### src/bbd_pkg.sv
// How it works
// - Branch condition comes from opcode bits 11..8, short displacement from bits 7..0.
// - Short displacement is a signed byte count, applied only when condition holds.
// - Zero short displacement fetches one extension word as 16-bit displacement.
// - All-ones short displacement fetches two extension words as 32-bit displacement.
// - Branch to the next instruction therefore uses the 16-bit extension form.
// - Invert samples the chosen bit, then writes it back complemented, rest kept.
// - Zero flag set when sampled bit was zero; X, N, V, C untouched.
// - Data register destination is 32 bits wide, bit number modulo 32.
// - Memory destination is a byte read-modify-write, bit number modulo 8.
// - Bit zero is always the least significant operand bit.
// - Bit number comes from an extension word or from a named data register.
// - Static form: bits 15..8 are 00001000, 7..6 operation, 5..0 mode/register.
// - Dynamic form: bits 15..12 zero, register in 11..9, bit 8 set.
// - Only data-alterable destination modes are accepted.
// - Long size for data register, byte size for every memory mode.
// - Condition selector uses the fixed sixteen-code encoding on N, Z, V, C.
// - Displacement is added to the opcode address plus two.
// - Dynamic clear uses bit 8 set with the clear selector in bits 7..6.
package bbd_pkg;

	// ****************************************
	// Register map (byte addresses)
	// ****************************************
	localparam logic [7:0] OFS_OPCODE = 8'h00;
	localparam logic [7:0] OFS_EXT0 = 8'h04;
	localparam logic [7:0] OFS_EXT1 = 8'h08;
	localparam logic [7:0] OFS_PC = 8'h0c;
	localparam logic [7:0] OFS_CCR = 8'h10;
	localparam logic [7:0] OFS_BITSRC = 8'h14;
	localparam logic [7:0] OFS_DEST = 8'h18;
	localparam logic [7:0] OFS_CMD = 8'h1c;
	localparam logic [7:0] OFS_STATUS = 8'h20;
	localparam logic [7:0] OFS_RESULT = 8'h24;
	localparam logic [7:0] OFS_NPC = 8'h28;

	// ****************************************
	// Flag positions in the condition register
	// ****************************************
	localparam int CCR_C = 0;
	localparam int CCR_V = 1;
	localparam int CCR_Z = 2;
	localparam int CCR_N = 3;
	localparam int CCR_X = 4;

	// ****************************************
	// Status register fields and command register bit
	// ****************************************
	localparam int ST_BUSY = 0;
	localparam int ST_DONE = 1;
	localparam int ST_ILLEGAL = 2;
	localparam int ST_TAKEN = 3;
	localparam int ST_LONG = 4;
	localparam int ST_KIND = 5;
	localparam int ST_DREG = 8;
	localparam int ST_NEXT = 12;
	localparam int CMD_GO = 0;

	// ****************************************
	// Opcode encodings
	// ****************************************
	localparam logic [3:0] OPC_BRANCH = 4'h6;
	localparam logic [7:0] OPC_STATIC_HI = 8'h08;
	localparam logic [1:0] OPC_INV = 2'h1;
	localparam logic [1:0] OPC_CLR = 2'h2;
	localparam logic [2:0] COND_RSVD = 3'h0;
	localparam logic [7:0] DISP_WORD = 8'h00;
	localparam logic [7:0] DISP_LONG = 8'hff;
	localparam logic [2:0] MODE_DREG = 3'h0;
	localparam logic [2:0] MODE_AREG = 3'h1;
	localparam logic [2:0] MODE_EXT = 3'h7;
	localparam logic [2:0] REG_ABS_W = 3'h0;
	localparam logic [2:0] REG_ABS_L = 3'h1;
	localparam logic [31:0] PC_STEP = 32'h2;

	// ****************************************
	// Types
	// ****************************************
	typedef enum logic [1:0] {S_IDLE, S_DECODE, S_FETCH, S_EXEC} bbd_state_e;
	typedef enum logic [1:0] {K_NONE, K_BRANCH, K_INV, K_CLR} bbd_kind_e;

	typedef struct packed {
		bbd_state_e st;
		bbd_kind_e kind;
		logic ack;
		logic [31:0] rdat;
		logic [15:0] op;
		logic [15:0] ext0;
		logic [15:0] ext1;
		logic [31:0] pc;
		logic [4:0] ccr;
		logic [31:0] bitsrc;
		logic [31:0] dest;
		logic [31:0] res;
		logic [31:0] npc;
		logic [31:0] disp;
		logic [4:0] bitnum;
		logic [1:0] nfetch;
		logic [1:0] fidx;
		logic islong;
		logic done;
		logic illegal;
		logic taken;
	} bbd_state_s;

endpackage : bbd_pkg

### src/bbd_cond_eval.sv
`timescale 1ns/100ps
module bbd_cond_eval (
	// Selector and flags
	input wire logic [3:0] cond_i,
	input wire logic [4:0] ccr_i,
	// Result
	output logic true_o
);

	logic n;
	logic z;
	logic v;
	logic c;

	assign n = ccr_i[bbd_pkg::CCR_N];
	assign z = ccr_i[bbd_pkg::CCR_Z];
	assign v = ccr_i[bbd_pkg::CCR_V];
	assign c = ccr_i[bbd_pkg::CCR_C];

	always_comb begin
		case (cond_i)
			4'h0: true_o = 1'b1;
			4'h1: true_o = 1'b0;
			4'h2: true_o = ~c & ~z;
			4'h3: true_o = c | z;
			4'h4: true_o = ~c;
			4'h5: true_o = c;
			4'h6: true_o = ~z;
			4'h7: true_o = z;
			4'h8: true_o = ~v;
			4'h9: true_o = v;
			4'ha: true_o = ~n;
			4'hb: true_o = n;
			4'hc: true_o = ~(n ^ v);
			4'hd: true_o = n ^ v;
			4'he: true_o = ~z & ~(n ^ v);
			4'hf: true_o = z | (n ^ v);
			default: true_o = 1'b0;
		endcase
	end

endmodule : bbd_cond_eval

### src/bbd_decoder.sv
// The Wishbone interface to the registers and the placing of the registers are this design's own decisions.
`timescale 1ns/100ps
module bbd_decoder (
	// Clock and reset
	input wire logic clk_i,
	input wire logic rst_i,
	// Wishbone slave
	input wire logic wb_cyc_i,
	input wire logic wb_stb_i,
	input wire logic wb_we_i,
	input wire logic [7:0] wb_adr_i,
	input wire logic [3:0] wb_sel_i,
	input wire logic [31:0] wb_dat_i,
	output logic [31:0] wb_dat_o,
	output logic wb_ack_o
);

	// ****************************************
	// Helpers
	// ****************************************
	function automatic logic [31:0] merge_sel(input logic [31:0] old, input logic [31:0] nw,
			input logic [3:0] sel);
		logic [31:0] r;
		r = old;
		for (int i = 0; i < 4; i++) begin
			if (sel[i]) begin
				r[i*8 +: 8] = nw[i*8 +: 8];
			end
		end
		return r;
	endfunction : merge_sel

	// Data-alterable destinations only
	function automatic logic mode_ok(input logic [5:0] ea);
		logic ok;
		ok = 1'b1;
		if (ea[5:3] == bbd_pkg::MODE_AREG) begin
			ok = 1'b0;
		end else if (ea[5:3] == bbd_pkg::MODE_EXT) begin
			ok = (ea[2:0] == bbd_pkg::REG_ABS_W) || (ea[2:0] == bbd_pkg::REG_ABS_L);
		end
		return ok;
	endfunction : mode_ok

	function automatic logic [31:0] ext_bytes(input logic [1:0] n);
		return {29'h0, n, 1'b0};
	endfunction : ext_bytes

	// ****************************************
	// State
	// ****************************************
	bbd_pkg::bbd_state_s q;
	bbd_pkg::bbd_state_s d;
	logic cond_true;
	logic hit;
	logic go;
	logic [7:0] adr;
	logic [15:0] word;
	logic [31:0] opnd;
	logic [31:0] mask;
	logic [4:0] bn;
	logic sampled;
	logic [31:0] base;

	bbd_cond_eval u_cond (
		.cond_i(q.op[11:8]),
		.ccr_i(q.ccr),
		.true_o(cond_true)
	);

	assign adr = {wb_adr_i[7:2], 2'b00};
	assign hit = wb_cyc_i & wb_stb_i & ~q.ack;
	assign go = hit & wb_we_i & (adr == bbd_pkg::OFS_CMD) & wb_sel_i[0]
		& wb_dat_i[bbd_pkg::CMD_GO];
	assign word = (q.fidx == 2'h0) ? q.ext0 : q.ext1;
	assign bn = q.islong ? q.bitnum : {2'b00, q.bitnum[2:0]};
	assign mask = 32'h1 << bn;
	assign opnd = q.islong ? q.dest : {24'h0, q.dest[7:0]};
	assign sampled = |(opnd & mask);
	assign base = q.pc + bbd_pkg::PC_STEP;

	// ****************************************
	// Next state
	// ****************************************
	always_comb begin
		d = q;
		d.ack = 1'b0;
		if (hit) begin
			d.ack = 1'b1;
			d.rdat = 32'h0;
			if (wb_we_i) begin
				case (adr)
					bbd_pkg::OFS_OPCODE: d.op = 16'(merge_sel({16'h0, q.op}, wb_dat_i,
						wb_sel_i));
					bbd_pkg::OFS_EXT0: d.ext0 = 16'(merge_sel({16'h0, q.ext0}, wb_dat_i,
						wb_sel_i));
					bbd_pkg::OFS_EXT1: d.ext1 = 16'(merge_sel({16'h0, q.ext1}, wb_dat_i,
						wb_sel_i));
					bbd_pkg::OFS_PC: d.pc = merge_sel(q.pc, wb_dat_i, wb_sel_i);
					bbd_pkg::OFS_CCR: d.ccr = 5'(merge_sel({27'h0, q.ccr}, wb_dat_i,
						wb_sel_i));
					bbd_pkg::OFS_BITSRC: d.bitsrc = merge_sel(q.bitsrc, wb_dat_i, wb_sel_i);
					bbd_pkg::OFS_DEST: d.dest = merge_sel(q.dest, wb_dat_i, wb_sel_i);
					default: d.rdat = 32'h0;
				endcase
			end else begin
				case (adr)
					bbd_pkg::OFS_OPCODE: d.rdat = {16'h0, q.op};
					bbd_pkg::OFS_EXT0: d.rdat = {16'h0, q.ext0};
					bbd_pkg::OFS_EXT1: d.rdat = {16'h0, q.ext1};
					bbd_pkg::OFS_PC: d.rdat = q.pc;
					bbd_pkg::OFS_CCR: d.rdat = {27'h0, q.ccr};
					bbd_pkg::OFS_BITSRC: d.rdat = q.bitsrc;
					bbd_pkg::OFS_DEST: d.rdat = q.dest;
					bbd_pkg::OFS_STATUS: begin
						d.rdat[bbd_pkg::ST_BUSY] = (q.st != bbd_pkg::S_IDLE);
						d.rdat[bbd_pkg::ST_DONE] = q.done;
						d.rdat[bbd_pkg::ST_ILLEGAL] = q.illegal;
						d.rdat[bbd_pkg::ST_TAKEN] = q.taken;
						d.rdat[bbd_pkg::ST_LONG] = q.islong;
						d.rdat[bbd_pkg::ST_KIND +: 2] = q.kind;
						d.rdat[bbd_pkg::ST_DREG +: 3] = q.op[11:9];
						d.rdat[bbd_pkg::ST_NEXT +: 2] = q.nfetch;
					end
					bbd_pkg::OFS_RESULT: d.rdat = q.res;
					bbd_pkg::OFS_NPC: d.rdat = q.npc;
					default: d.rdat = 32'h0;
				endcase
			end
		end

		case (q.st)
			bbd_pkg::S_IDLE: begin
				if (go) begin
					d.st = bbd_pkg::S_DECODE;
					d.done = 1'b0;
					d.illegal = 1'b0;
					d.taken = 1'b0;
					d.fidx = 2'h0;
					d.nfetch = 2'h0;
					d.kind = bbd_pkg::K_NONE;
				end
			end
			bbd_pkg::S_DECODE: begin
				d.st = bbd_pkg::S_IDLE;
				d.islong = (q.op[5:3] == bbd_pkg::MODE_DREG);
				if (q.op[15:12] == bbd_pkg::OPC_BRANCH) begin
					d.islong = 1'b0;
					if (q.op[11:9] == bbd_pkg::COND_RSVD) begin
						d.illegal = 1'b1;
					end else begin
						d.kind = bbd_pkg::K_BRANCH;
						d.disp = {{24{q.op[7]}}, q.op[7:0]};
						d.st = bbd_pkg::S_EXEC;
						if (q.op[7:0] == bbd_pkg::DISP_WORD) begin
							d.nfetch = 2'h1;
							d.st = bbd_pkg::S_FETCH;
						end else if (q.op[7:0] == bbd_pkg::DISP_LONG) begin
							d.nfetch = 2'h2;
							d.st = bbd_pkg::S_FETCH;
						end
					end
				end else if (q.op[15:8] == bbd_pkg::OPC_STATIC_HI
						&& (q.op[7:6] == bbd_pkg::OPC_INV || q.op[7:6] == bbd_pkg::OPC_CLR)
						&& mode_ok(q.op[5:0])) begin
					d.kind = (q.op[7:6] == bbd_pkg::OPC_INV) ? bbd_pkg::K_INV : bbd_pkg::K_CLR;
					d.nfetch = 2'h1;
					d.st = bbd_pkg::S_FETCH;
				end else if (q.op[15:12] == 4'h0 && q.op[8]
						&& (q.op[7:6] == bbd_pkg::OPC_INV || q.op[7:6] == bbd_pkg::OPC_CLR)
						&& mode_ok(q.op[5:0])) begin
					d.kind = (q.op[7:6] == bbd_pkg::OPC_INV) ? bbd_pkg::K_INV : bbd_pkg::K_CLR;
					d.bitnum = q.bitsrc[4:0];
					d.st = bbd_pkg::S_EXEC;
				end else begin
					d.illegal = 1'b1;
				end
			end
			bbd_pkg::S_FETCH: begin
				d.fidx = q.fidx + 2'h1;
				if (q.kind == bbd_pkg::K_BRANCH) begin
					d.disp = (q.fidx == 2'h0) ? {{16{word[15]}}, word} : {q.disp[15:0], word};
				// upper byte of the extension must be zero
				end else if (word[15:8] != 8'h00) begin
					d.illegal = 1'b1;
				end else begin
					d.bitnum = word[4:0];
				end
				if (d.illegal) begin
					d.st = bbd_pkg::S_IDLE;
				end else if (d.fidx == q.nfetch) begin
					d.st = bbd_pkg::S_EXEC;
				end
			end
			bbd_pkg::S_EXEC: begin
				d.st = bbd_pkg::S_IDLE;
				d.done = 1'b1;
				d.npc = base + ext_bytes(q.nfetch);
				if (q.kind == bbd_pkg::K_BRANCH) begin
					if (cond_true) begin
						d.npc = base + q.disp;
						d.taken = 1'b1;
					end
				end else begin
					d.ccr[bbd_pkg::CCR_Z] = ~sampled;
					d.res = (q.kind == bbd_pkg::K_INV) ? (opnd ^ mask) : (opnd & ~mask);
				end
			end
			default: d.st = bbd_pkg::S_IDLE;
		endcase
	end

	always_ff @(posedge clk_i) begin
		if (rst_i) begin
			q <= '0;
		end else begin
			q <= d;
		end
	end

	assign wb_ack_o = q.ack;
	assign wb_dat_o = q.rdat;
endmodule : bbd_decoder

### config.mk
export PLATFORM = sky130hd
export DESIGN_NAME = bbd_decoder
export DESIGN_NICKNAME = d
export VERILOG_FILES = /design/src/bbd_pkg.sv /design/src/bbd_cond_eval.sv /design/src/bbd_decoder.sv
export SDC_FILE = /design/constraint.sdc
export NUM_CORES = 1
export LEC_CHECK = 0
export ABC_AREA = 1
export BUFFER_PORTS_ARGS = -buffer_cell sky130_fd_sc_hd__buf_2
export CAP_MARGIN = 15
export CORE_MARGIN = 1
export CORE_UTILIZATION = 45
export CTS_CLUSTER_SIZE = 10
export DETAILED_ROUTE_END_ITERATION = 7
export GPL_TIMING_DRIVEN = 0
export REMOVE_ABC_BUFFERS = 1
export SLEW_MARGIN = 25
export SYNTH_ARGS = -nofsm -noshare
export SYNTH_HDL_FRONTEND = slang
export SYNTH_SLANG_ARGS = --single-unit
### constraint.sdc
create_clock -name clk_i -period 5.8 [get_ports clk_i]
set_clock_uncertainty 0.05 [all_clocks]
set_input_delay 0.29 -clock clk_i [delete_from_list [all_inputs] [get_ports clk_i]]
set_output_delay 0.29 -clock clk_i [all_outputs]
set_load 0.02 [all_outputs]
==> impl_metrics.ini <==
[clocking]
clockBufferDepth = 3
clock_latency_ns = 0.57
cts_max_level = 2
path_clk_slew_ns = 0.06
cts_root_buf = clkbuf_16
clock_sinks = 295
cts_tree = yes
holdBufCountCts = 8
cts-resized-gates = 0
cts_buffers = 38
post_cts_buffers = 0

[power_and_ir_drop]
p_sw_share_pct = 25.4
switchingPower_w = 0.00115
combPwrFrac_pct = 4.8
irDropWorstVdd_v = 0.000190
power_w = 0.00450
p_per_area_nw_per_um2 = 222
power_frac_clock_pct = 49.5
p_leak_nw = 8.24
p_int_w = 0.00336
seq_power_share_pct = 45.7

[yosys]
synth-xor-area-share_pct = 0.951
synthFlopType = dfxtp_1
synth_area_um2 = 18400
synth.avg_cell_area_um2 = 6.74
synth-seq-cells = 295
yosys_warnings = 0
seq_area_frac_synth_pct = 32.1
yosys.area_share.simple_pct = 23.2
syn-instance-count = 2734
synth_compound_area_share_pct = 25.4
synth_edf_count = 0
synth_mux_area_share_pct = 0
ys_types = 50
async_reset_ff_share_pct = 0
synth_adder_area_share_pct = 7.96
synth_top_family_by_area = compound AO/OA/AOI/OAI gates

[setup_path]
reg2reg_to = q[63]
cp_max_fo = 7
cp.required_ns = 6.25
worstRegToRegCells = 19
reg2reg_slack_ns = 1.72
endpoint = q[63]
r2r-start = q[180]
end_kind = register
start_kind = register
path_class = register to register
critPathLaunch = q[180]
crit_arrival_ns = 4.53

[run]
maxCapViolCount = 0

[drt]
routed_wl_um = 67200
routedWlPerCell_um = 20.5
vias_per_cell = 5.75
antenna_left = 0
vias = 18800
first_pass_iters = 6
drt-initial-drc-count = 1727
drc = 0

[global_route]
grtUsageTotal_pct = 32.2
grt_pass1_vias = 17100
grt_antenna_before_repair = 1
grt_pass1_wl_um = 103000
grt-ovfl-total = 0
grt_max_degree = 108

[layout]
fillers = 4052
final_common_cell = nand2_1
final_layout_size_suffix_gt1_share_pct = 9.15
stdcell_count = 3269
diodes = 0
layout_common_cells = nand2_1, a21oi_1, o21ai_0, inv_1, dfxtp_1
syn_to_final_growth_pct = 10.3
layout.nets = 2890

[placed_design]
placed_cells = 3202
place.gp.congestion = 0.925
port_buffers = 79
hpwl_um = 50100

[floorplan]
die_w_um = 204
initial_utilization_pct = 46.0
die_h_um = 204
ios = 82
dieArea_um2 = 41700
rows = 73
fp.coreArea_um2 = 40000

[sta]
grt_setup_unrepaired = false
worst_pin_slew_ns = 1.10
final-hold-violation-count = 0
fmax_mhz = 245
setup_violations = 0
slew_headroom_pct = 26.8
fin_crit_ns = 4.08
slew_viol_final = 0
finalCritPeriodShare_pct = 70.3

[outcome]
status = finished clean

[worst_hold_path]
min_path_type = primary input to register
[power groups by stage]
stage                     clock network, W  logic [W]  registers (W)
after floorplan                          0   0.000100        0.00209
final                              0.00223   0.000217        0.00206
after detailed placement                 0   0.000207        0.00210
after CTS                          0.00225   0.000213        0.00206
after global routing               0.00234   0.000235        0.00206
after global placement                   0   0.000194        0.00210
[flip-flops by register name, indices dropped and copies added, names as in the netlist]
signal	cells
wb_ack_o	1
q	262
wb_dat_o	32
[worst min-delay path by stage]
stage / slack (ns) / end / start / depth (start not counted)
finish: 0.02 / q[204] / wb_dat_i[26] / 3
global route: 0.03 / q[167] / wb_dat_i[26] / 3
CTS: 0.003 / q[172] / wb_dat_i[31] / 3
detailed placement: 0.40 / q[162] / q[162] / 2
global placement: 0.39 / q[167] / q[167] / 2
floorplan: 0.30 / q[75] / rst_i / 1
[cells by family (layout without fill, tap and decap cells)]
kind of cell / Yosys count / count (layout)
AO/OA/AOI/OAI: 858 / 858
XOR/XNOR: 20 / 20
adder cells (fa/ha/maj): 116 / 116
buffers and inverters: 476 / 486
flip-flops: 295 / 295
AND/OR/NAND/NOR: 969 / 969
[cell type report]
cell class	instances	area, µm²	share of cell area, %
repair buffers	98	738	3.63
clock buffers	51	1040	5.12
inverters	329	1240	6.11
well taps	525	657	3.23
flip-flops and latches	295	5910	29.1
multi-input cells	1963	10600	52.4
clock inverters	8	87.6	0.431
[synthesized netlist by cell type (5+ instances only)]
cell / count / area share (%)
nand2_1: 444 / 9.1
a21oi_1: 389 / 11
o21ai_0: 323 / 8.8
inv_1: 313 / 6.4
dfxtp_1: 295 / 32
nor2_1: 283 / 5.8
ha_1: 114 / 7.7
nand3_1: 103 / 2.8
clkbuf_1: 102 / 2.1
o22ai_1: 38 / 1.3
buf_4: 32 / 1.3
or2_2: 32 / 1.1
a221oi_1: 24 / 1.1
nand4_1: 22 / 0.75
nand2_2: 19 / 0.65
o211ai_1: 18 / 0.73
nor3_1: 14 / 0.38
nor4_1: 13 / 0.44
xor2_1: 12 / 0.57
a22o_1: 11 / 0.52
a22oi_1: 11 / 0.45
nor2_4: 10 / 0.61
buf_1: 9 / 0.18
clkinv_1: 8 / 0.16
inv_2: 8 / 0.16
nor2_2: 8 / 0.27
o2111ai_1: 8 / 0.38
xnor2_1: 8 / 0.38
a31oi_1: 6 / 0.20
nand2_4: 5 / 0.31
nor2_8: 5 / 0.54
o41ai_1: 5 / 0.24
[critical path, cell delays in order (launching register included)]
cell     delay [ns]
dfxtp_1        0.51
ha_1           0.25
nand2_1        0.11
nor2_4         0.16
nand2_2        0.17
nor2_1         0.28
nand2_1        0.08
nand2_1        0.16
inv_2          0.10
ha_1           0.30
nand2_1        0.12
nor2_1         0.16
nand2_1        0.06
o21ai_0        0.60
nand4_1        0.17
nand2_1        0.12
a21oi_1        0.06
o21ai_0        0.13
nand3_1        0.21
a21oi_1        0.19
[per-layer routing]
metal / vias to the layer above / share of wire (%) / GRT usage [%] / wire (µm)
li1: 9131 / - / - / -
met1: 8895 / 47 / 47.1 / 31700
met2: 673 / 43 / 48.9 / 28800
met3: 86 / 7.7 / 5.15 / 5160
met4: 0 / 2.2 / 7.92 / 1500
met5: - / 0 / 0 / 0
[metrics by stage]
stage	TNS, ns	hold slack, ns	setup WS (ns)	area [µm²]	util, %
6_report	0	0.0239	1.72	20300	50.8
4_1_cts	0	0.00281	1.53	20300	50.8
2_1_floorplan	0	0.302	2.34	17700	-
5_1_grt	0	0.0297	1.40	20300	50.8
3_3_place_gp	-378.14	0.393	-2.25	18800	47.0
3_5_place_dp	0	0.396	1.59	19100	47.8
No activity file was read; power rests on OpenSTA's default activity.
